`src/pkg/adc_seq_pkg.sv`:
```
package adc_seq_pkg;

	// ==========================================================
	// Serial word layout
	localparam int WORD_BITS = 32;
	localparam int CFG_BITS = 13;
	localparam logic [5:0] WORD_LAST = 6'h20;
	localparam logic [5:0] CFG_DONE_RISE = 6'h0D;
	localparam logic [5:0] MUX_SWITCH_FALL = 6'h0E;
	localparam logic [2:0] CMD_UPDATE = 3'h5;
	localparam logic [4:0] SPEED_KEEP = 5'h00;
	localparam int SAMPLE_W = 24;
	localparam int RESULT_W = 25;
	localparam logic [4:0] WORD_PAD = 5'h00;

	// ==========================================================
	// Timing
	localparam int CLK_PERIOD_NS = 10;
	localparam int T_EOCTEST_NS = 500;
	localparam int EOCTEST_CYC_I = T_EOCTEST_NS / CLK_PERIOD_NS;
	localparam logic [7:0] EOCTEST_CYC = EOCTEST_CYC_I[7:0];
	localparam logic [7:0] SCK_HALF_CYC = 8'h04;

	// ==========================================================
	// Types
	typedef struct packed {
		logic single_ended_select;
		logic odd_select;
		logic channel_index_bit2;
		logic channel_index_bit1;
		logic channel_index_bit0;
	} chan_t;

	typedef struct packed {
		logic [3:0] oversampling_code;
		logic rate_double_select;
	} speed_t;

	typedef struct packed {
		chan_t chan;
		speed_t speed;
	} cfg_t;

	// Differential 0/1, ratio 256, single rate
	localparam cfg_t CFG_RESET = '{chan: 5'h00, speed: 5'h06};

	typedef enum logic [2:0] {
		ST_CONV = 3'h1,
		ST_SLEEP = 3'h2,
		ST_DATA = 3'h4
	} seq_state_t;

endpackage

```
`src/hw/adc_serial_conversion_control.sv`:
```
`timescale 1ns/1ps
module adc_serial_conversion_control
	import adc_seq_pkg::*;
(
	// Clock and reset
	input wire logic i_clk_sys,
	input wire logic i_sys_rst,
	// Serial pins
	input wire logic i_cs_n,
	input wire logic i_sdi,
	input wire logic i_sck,
	output logic o_sck,
	output logic o_sck_oe_n,
	output logic o_sdo,
	output logic o_sdo_oe_n,
	output logic o_busy,
	input wire logic i_clock_source_select,
	// Modulator interface
	output logic o_conv_start,
	output logic o_conv_chop,
	input wire logic i_conv_done,
	input wire logic [SAMPLE_W-1:0] i_conv_sample,
	// Active settings
	output chan_t o_mux,
	output speed_t o_speed,
	output logic o_result_valid,
	output logic o_sleep
);

	// ==========================================================
	// State
	typedef struct packed {
		seq_state_t state;
		logic cs_s1;
		logic cs_s2;
		logic cs_s3;
		logic sck_s1;
		logic sck_s2;
		logic sck_s3;
		logic sdi_s1;
		logic sdi_s2;
		logic ext_s1;
		logic ext_s2;
		cfg_t cfg;
		chan_t mux;
		chan_t prev_mux;
		speed_t run;
		logic launch;
		logic conv_start;
		logic chop;
		logic step;
		logic prev_ok;
		logic [SAMPLE_W-1:0] samp0;
		logic [SAMPLE_W-1:0] prev_samp;
		logic [WORD_BITS-1:0] shreg;
		logic [CFG_BITS-1:0] shin;
		logic [5:0] rise_cnt;
		logic [5:0] fall_cnt;
		logic [7:0] div;
		logic [7:0] wait_cnt;
		logic sck;
		logic sck_oe_n;
		logic sdo;
		logic sdo_oe_n;
		logic busy;
		logic valid;
	} reg_t;

	reg_t q;
	reg_t d;

	// ==========================================================
	// Functions
	// Chopped pair: offset cancels, half the difference is the signal
	function automatic logic [RESULT_W-1:0] combine(
		input logic [SAMPLE_W-1:0] pos,
		input logic [SAMPLE_W-1:0] neg
	);
		logic [RESULT_W:0] diff;
		diff = {pos[SAMPLE_W-1], pos[SAMPLE_W-1], pos}
			- {neg[SAMPLE_W-1], neg[SAMPLE_W-1], neg};
		return diff[RESULT_W:1];
	endfunction

	function automatic cfg_t commit(
		input cfg_t cur,
		input logic [CFG_BITS-1:0] w
	);
		cfg_t c;
		c = cur;
		if (w[12:10] == CMD_UPDATE) begin
			c.chan = chan_t'(w[9:5]);
			if (w[4:0] != SPEED_KEEP) begin
				c.speed = speed_t'(w[4:0]);
			end
		end
		return c;
	endfunction

	// ==========================================================
	// Next state
	always_comb begin
		logic int_mode;
		logic rise;
		logic fall;
		logic cs_rise;
		logic start;
		logic finish;
		logic [RESULT_W-1:0] res;
		cfg_t ncfg;
		int_mode = 1'b0;
		rise = 1'b0;
		fall = 1'b0;
		cs_rise = 1'b0;
		start = 1'b0;
		finish = 1'b0;
		res = '0;
		ncfg = q.cfg;
		d = q;
		d.conv_start = 1'b0;
		d.cs_s1 = i_cs_n;
		d.cs_s2 = q.cs_s1;
		d.cs_s3 = q.cs_s2;
		d.sck_s1 = i_sck;
		d.sck_s2 = q.sck_s1;
		d.sck_s3 = q.sck_s2;
		d.sdi_s1 = i_sdi;
		d.sdi_s2 = q.sdi_s1;
		d.ext_s1 = i_clock_source_select;
		d.ext_s2 = q.ext_s1;
		int_mode = q.ext_s2;
		d.sck_oe_n = ~int_mode;
		d.sdo_oe_n = q.cs_s2;
		cs_rise = q.cs_s2 & ~q.cs_s3;
		if (!int_mode) begin
			rise = q.sck_s2 & ~q.sck_s3;
			fall = ~q.sck_s2 & q.sck_s3;
		end

		case (q.state)
			ST_CONV: begin
				if (q.launch) begin
					d.launch = 1'b0;
					d.conv_start = 1'b1;
				end else if (i_conv_done) begin
					if (!q.run.rate_double_select) begin
						if (!q.step) begin
							d.samp0 = i_conv_sample;
							d.step = 1'b1;
							d.chop = 1'b1;
							d.launch = 1'b1;
						end else begin
							res = combine(q.samp0, i_conv_sample);
							d.valid = 1'b1;
							// Keep the second half so a later double
							// rate average starts from a valid pair
							d.prev_samp = i_conv_sample;
							d.prev_mux = q.mux;
							d.prev_ok = 1'b1;
							d.chop = 1'b0;
							finish = 1'b1;
						end
					end else begin
						if (q.chop) begin
							res = combine(q.prev_samp, i_conv_sample);
						end else begin
							res = combine(i_conv_sample, q.prev_samp);
						end
						// Pair spans two channels after a switch
						d.valid = q.prev_ok && (q.prev_mux == q.mux);
						d.prev_samp = i_conv_sample;
						d.prev_mux = q.mux;
						d.prev_ok = 1'b1;
						d.chop = ~q.chop;
						d.mux = q.cfg.chan;
						finish = 1'b1;
					end
				end
				if (finish) begin
					d.shreg = {2'b00, res, WORD_PAD};
					d.busy = 1'b0;
					d.sdo = 1'b0;
					d.state = ST_SLEEP;
					d.wait_cnt = '0;
					if (int_mode) begin
						d.sck = 1'b0;
					end
				end
			end
			ST_SLEEP: begin
				if (int_mode) begin
					d.sck = 1'b0;
					if (q.cs_s2) begin
						d.wait_cnt = '0;
					end else if (q.wait_cnt == EOCTEST_CYC - 8'h01) begin
						rise = 1'b1;
					end else begin
						d.wait_cnt = q.wait_cnt + 8'h01;
					end
				end
				if (rise && !q.cs_s2) begin
					d.state = ST_DATA;
					d.rise_cnt = 6'h01;
					d.fall_cnt = '0;
					d.div = '0;
					d.shin = {q.shin[CFG_BITS-2:0], q.sdi_s2};
					if (int_mode) begin
						d.sck = 1'b1;
					end
				end
			end
			ST_DATA: begin
				if (int_mode) begin
					if (q.div == SCK_HALF_CYC - 8'h01) begin
						d.div = '0;
						d.sck = ~q.sck;
						rise = ~q.sck;
						fall = q.sck;
					end else begin
						d.div = q.div + 8'h01;
					end
				end
				if (cs_rise) begin
					if (q.rise_cnt >= CFG_DONE_RISE
						&& q.fall_cnt < MUX_SWITCH_FALL) begin
						ncfg = commit(q.cfg, q.shin);
					end
					start = 1'b1;
				end else if (rise) begin
					d.rise_cnt = q.rise_cnt + 6'h01;
					if (q.rise_cnt < CFG_DONE_RISE) begin
						d.shin = {q.shin[CFG_BITS-2:0], q.sdi_s2};
					end
					// Internal clock ends on its last rising edge
					if (int_mode && q.rise_cnt == WORD_LAST - 6'h01) begin
						start = 1'b1;
					end
				end else if (fall) begin
					d.fall_cnt = q.fall_cnt + 6'h01;
					d.shreg = {q.shreg[WORD_BITS-2:0], 1'b0};
					d.sdo = q.shreg[WORD_BITS-2];
					if (q.fall_cnt == MUX_SWITCH_FALL - 6'h01
						&& q.rise_cnt >= CFG_DONE_RISE) begin
						ncfg = commit(q.cfg, q.shin);
						if (!q.run.rate_double_select) begin
							d.mux = ncfg.chan;
						end
					end
					if (q.fall_cnt == WORD_LAST - 6'h01) begin
						start = 1'b1;
					end
				end
				d.cfg = ncfg;
				if (start) begin
					d.state = ST_CONV;
					d.busy = 1'b1;
					d.sdo = 1'b1;
					d.sck = 1'b1;
					d.launch = 1'b1;
					d.step = 1'b0;
					d.run = ncfg.speed;
					if (!ncfg.speed.rate_double_select) begin
						// Single rate always starts a fresh chopped pair
						d.chop = 1'b0;
						d.mux = ncfg.chan;
					end
				end
			end
			default: begin
				d.state = ST_CONV;
				d.launch = 1'b1;
				d.busy = 1'b1;
			end
		endcase
	end

	// ==========================================================
	// Registers
	always_ff @(posedge i_clk_sys) begin
		if (i_sys_rst) begin
			q <= '0;
			q.state <= ST_CONV;
			q.cfg <= CFG_RESET;
			q.run <= CFG_RESET.speed;
			q.launch <= 1'b1;
			q.busy <= 1'b1;
			q.sdo <= 1'b1;
			q.sck <= 1'b1;
			q.sck_oe_n <= 1'b1;
			q.sdo_oe_n <= 1'b1;
			q.cs_s1 <= 1'b1;
			q.cs_s2 <= 1'b1;
			q.cs_s3 <= 1'b1;
		end else begin
			q <= d;
		end
	end

	// ==========================================================
	// Outputs
	assign o_sck = q.sck;
	assign o_sck_oe_n = q.sck_oe_n;
	assign o_sdo = q.sdo;
	assign o_sdo_oe_n = q.sdo_oe_n;
	assign o_busy = q.busy;
	assign o_conv_start = q.conv_start;
	assign o_conv_chop = q.chop;
	assign o_mux = q.mux;
	assign o_speed = q.run;
	assign o_result_valid = q.valid;
	assign o_sleep = (q.state == ST_SLEEP);

endmodule

```
`config.mk`:
```
export PLATFORM = sky130hd
export DESIGN_NAME = adc_serial_conversion_control
export DESIGN_NICKNAME = d
export VERILOG_FILES = /design/src/pkg/adc_seq_pkg.sv /design/src/hw/adc_serial_conversion_control.sv
export SDC_FILE = /design/constraint.sdc
export NUM_CORES = 1
export LEC_CHECK = 0
export BUFFER_PORTS_ARGS = -buffer_cell sky130_fd_sc_hd__buf_2
export CAP_MARGIN = 10
export CORE_MARGIN = 2
export CORE_UTILIZATION = 60
export CTS_CLUSTER_DIAMETER = 100
export CTS_CLUSTER_SIZE = 8
export DETAILED_ROUTE_END_ITERATION = 10
export PLACE_DENSITY = 0.83
export SYNTH_ARGS = -nofsm -noshare
export SYNTH_HDL_FRONTEND = slang
export SYNTH_SLANG_ARGS = --single-unit
```
`constraint.sdc`:
```
create_clock -name i_clk_sys -period 3 [get_ports i_clk_sys]
set_input_delay 0.3 -clock i_clk_sys [delete_from_list [all_inputs] [get_ports i_clk_sys]]
set_output_delay 0.3 -clock i_clk_sys [all_outputs]
set_load 0.02 [all_outputs]
```
==> results.sh <==
export IMPL_synth_area_leader_cell="dfxtp_1"
export IMPL_postRouteWirelength_mm=30.5
export IMPL_crit_arrival_ns=3.17
export IMPL_routed_via_count=10700
export IMPL_ff2ff_path_depth=9
export IMPL_ioPinCount=50
export IMPL_worst_path_max_fanout=6
export IMPL_r2r_slack_ns=0.15
export IMPL_h_tree_depth=4
export IMPL_cts_buffers=17
export IMPL_drc_errors=0
export IMPL_drive_above_1_share_pct=11.6
export IMPL_rr_startpoint="q[81]$_SDFFE_PP0P_"
export IMPL_antenna_found_initial=0
export IMPL_fin_area_sq_mm=0.0120
export IMPL_holdWs_ns=0.0431
export IMPL_globalplace_congestion=0.999
export IMPL_synth_flop_cell="dfxtp_1"
export IMPL_dieHeight_microns=138
export IMPL_drt_pass1_iter_count=6
export IMPL_instances_no_fill=1689
export IMPL_cts_sinks=163
export IMPL_num_rows=49
export IMPL_wl_per_cell_microns=18.1
export IMPL_antennaDiodeCount=0
export IMPL_syn_inst=1415
export IMPL_outcome="finished clean"
export IMPL_clkTransAtPathRegs_ns=0.07
export IMPL_die_w_microns=138
export IMPL_p_total_w=0.00578
export IMPL_fin_crit_sh_pct=94.9
export IMPL_yosys_area_top_type_share_pct=30.1
export IMPL_maxCapViolCount=0
export IMPL_post_dp_cell_area_sq_mm=0.0114
export IMPL_required_ns=3.32
export IMPL_clockRootBuffer="clkbuf_16"
export IMPL_post_drt_via_cell_ratio=6.31
export IMPL_synth_seq_cells=163
export IMPL_grt_util_all_layers_pct=31.6
export IMPL_worstReg2RegEnd="q[72]$_SDFFE_PP0P_"
export IMPL_fin_nets=1558
export IMPL_fin_crit_ns=2.85
export IMPL_area_growth_pct=11.3
export IMPL_end_kind="flip-flop"
export IMPL_crit_type="reg2reg"
export IMPL_synth_edf_count=0
export IMPL_power_density_mw_per_mm2=480
export IMPL_port_buffers=49
export IMPL_grt_pass1_vias=10200
export IMPL_ys_seq_area_share_pct=30.1
export IMPL_drtIter0Drc=1172
export IMPL_holdBufCountCts=0
export IMPL_start_util_pct=60.7
export IMPL_hpwl_mm=21.7
export IMPL_rsz0062_at_grt="no"
export IMPL_die_area_sq_mm=0.0191
export IMPL_synthArstFlopShare_pct=0
export IMPL_fin_skew_ns=0.00977
export IMPL_finalHoldViolations=0
export IMPL_ant_nets=0
export IMPL_ys_warn_count=0
export IMPL_worstHoldPathCells=2
export IMPL_syn_nets=1526
export IMPL_hp_start="i_cs_n"
export IMPL_syn_cell_area_sq_mm=0.0108
export IMPL_worstSkewPairLatency_ns=0.44
export IMPL_fmax_mhz=351
export IMPL_synth_area_top_cells="dfxtp_1 30%, ha_1 8.9%, nand2_1 7.3%, a21oi_1 7.0%, nor2_1 4.4%"
export IMPL_synth_area_per_cell_sq_um=7.65
export IMPL_setup_violations=0
export IMPL_tightest_slew_ns=0.621
export IMPL_p_leak_nw=4.90
export IMPL_grt_max_degree=44
export IMPL_slew_headroom_pct=58.5
export IMPL_report_final_slew_viol_count=0
export IMPL_hp_class="in2reg"
export IMPL_core_sq_mm=0.0178
export IMPL_synth_cell_types=80
export IMPL_grt_first_pass_wirelength_mm=50.7
export IMPL_ir_drop_v=0.000613
export IMPL_tns_ns=0
export IMPL_cts_tree="built"
export IMPL_dp_cells=1657
export IMPL_grt_ovfl_total=0
export IMPL_startpoint_type="flip-flop"
export IMPL_holdPathEnd="d[165]$_SDFF_PP1_"
export IMPL_clk_path_buf_depth=2
-- cells in the mapped netlist, types with 12 or more instances --
library cell  number
nand2_1          210
dfxtp_1          163
a21oi_1          151
nor2_1           127
o21ai_0           84
ha_1              77
inv_1             67
clkbuf_1          62
xor2_1            34
mux2i_1           33
a211oi_1          32
xnor2_1           25
nand3_1           24
nor3_1            22
a21o_1            21
a221oi_1          16
and3_1            16
nand2b_1          15
nand4_1           15
nor2b_1           15
a31oi_1           12
o211ai_1          12
-- layout make-up --
| type | instances | area [sq um] |
|---|---|---|
| Multi-Input combinational cell | 1101 | 6980 |
| Clock buffer | 17 | 425 |
| Sequential cell | 163 | 3260 |
| Clock inverter | 15 | 240 |
| Inverter | 69 | 259 |
| Fill cell | 1470 | 5790 |
| Timing Repair Buffer | 95 | 593 |
| Tap cell | 229 | 287 |
-- kinds of logic after synthesis --
logic type / Yosys count / synth area share, %
compound gates: 422 / 24.7
xor+xnor: 59 / 4.77
fa+ha+maj: 80 / 9.45
buf+inv: 151 / 5.79
flops: 163 / 30.1
mux: 44 / 4.20
simple gates: 496 / 21.0
-- placed cells by master, fill, tap and decap left out, types with 5 or more instances in the layout --
cell type and instances:
nand3_1 24, buf_4 47, nand2_1 210, a31oi_1 12, o21ai_1 5, buf_2 48, or3_1 10, and2_1 9
a211oi_1 30, a21o_1 21, mux2_2 11, a221oi_1 16, and3_1 16, a41oi_1 5, nand2b_1 15, mux2i_1 33
a221o_1 5, inv_1 67, dfxtp_1 163, xor2_1 34, o21ai_0 82, o22ai_1 9, nor2_1 125, nor3_1 22
xnor2_1 25, a21oi_1 150, nand4_1 15, o211ai_1 12, ha_1 77, o21a_1 9, clkbuf_16 17, a22oi_1 7
nor2b_1 14, or2_2 7
-- registers in the layout, indices dropped and copies added, names as in the netlist --
signal,count
o_result_valid,1
o_sdo,1
d,6
o_sdo_oe_n,1
o_sck,1
o_busy,1
o_speed,5
q,139
o_conv_start,1
o_mux,5
o_sck_oe_n,1
o_conv_chop,1
-- timing repair --
| action | CTS | global route |
|---|---|---|
| resized for setup | 0 | 8 |
| endpoints found under the hold margin | 0 | 0 |
| buffers inserted | 0 | 0 |
| endpoints found under the setup margin | 0 | 9 |
-- per-stage QoR --
stage                     utilization [%]  setup WS [ns]
final                                67.5          0.152
after global routing                 67.5        0.00827
after CTS                            67.4          0.123
after detailed placement             63.6         0.0487
after global placement               63.6         0.0502
after floorplan                         -          0.405
-- worst max-delay path by stage --
stage / from / to / cells after the start
floorplan: i_conv_sample[15] / q[70]$_SDFFE_PP0P_ / 11
global placement: i_conv_sample[10] / q[72]$_SDFFE_PP0P_ / 11
detailed placement: i_conv_sample[10] / q[72]$_SDFFE_PP0P_ / 11
CTS: q[14]$_SDFFE_PP0P_ / o_mux[1]$_SDFFE_PP0P_ / 9
global route: q[89]$_SDFFE_PP0P_ / q[72]$_SDFFE_PP0P_ / 9
finish: q[81]$_SDFFE_PP0P_ / q[72]$_SDFFE_PP0P_ / 9
-- critical path, stage by stage (launching register included) --
cell and delay [ns]:
dfxtp_1 0.33, ha_1 0.37, and2_1 0.19, a221o_1 0.39
a2111oi_0 0.49, nor2_1 0.19, a31oi_1 0.25, xnor2_1 0.12
a22oi_1 0.26, o21ai_0 0.13
-- report_power, final --
group	leakage (nW)	switching [W]	internal, W	total [W]
logic	3.26	0.000637	0.000376	0.00101
clock network	0.322	0.00105	0.00144	0.00249
registers	1.32	0.0000480	0.00223	0.00228
total	4.90	0.00173	0.00405	0.00578
-- per-layer routing --
metal / wire length (microns) / GRT usage (%) / vias to the layer above
met3: 2160 / 5.44 / 106
met2: 14400 / 52.6 / 484
met1: 12900 / 40.7 / 4999
met4: 1110 / 13.1 / 0
met5: 0 / 0 / -
li1: - / - / 5076
Note: power is estimated with default switching activity, not from simulation.
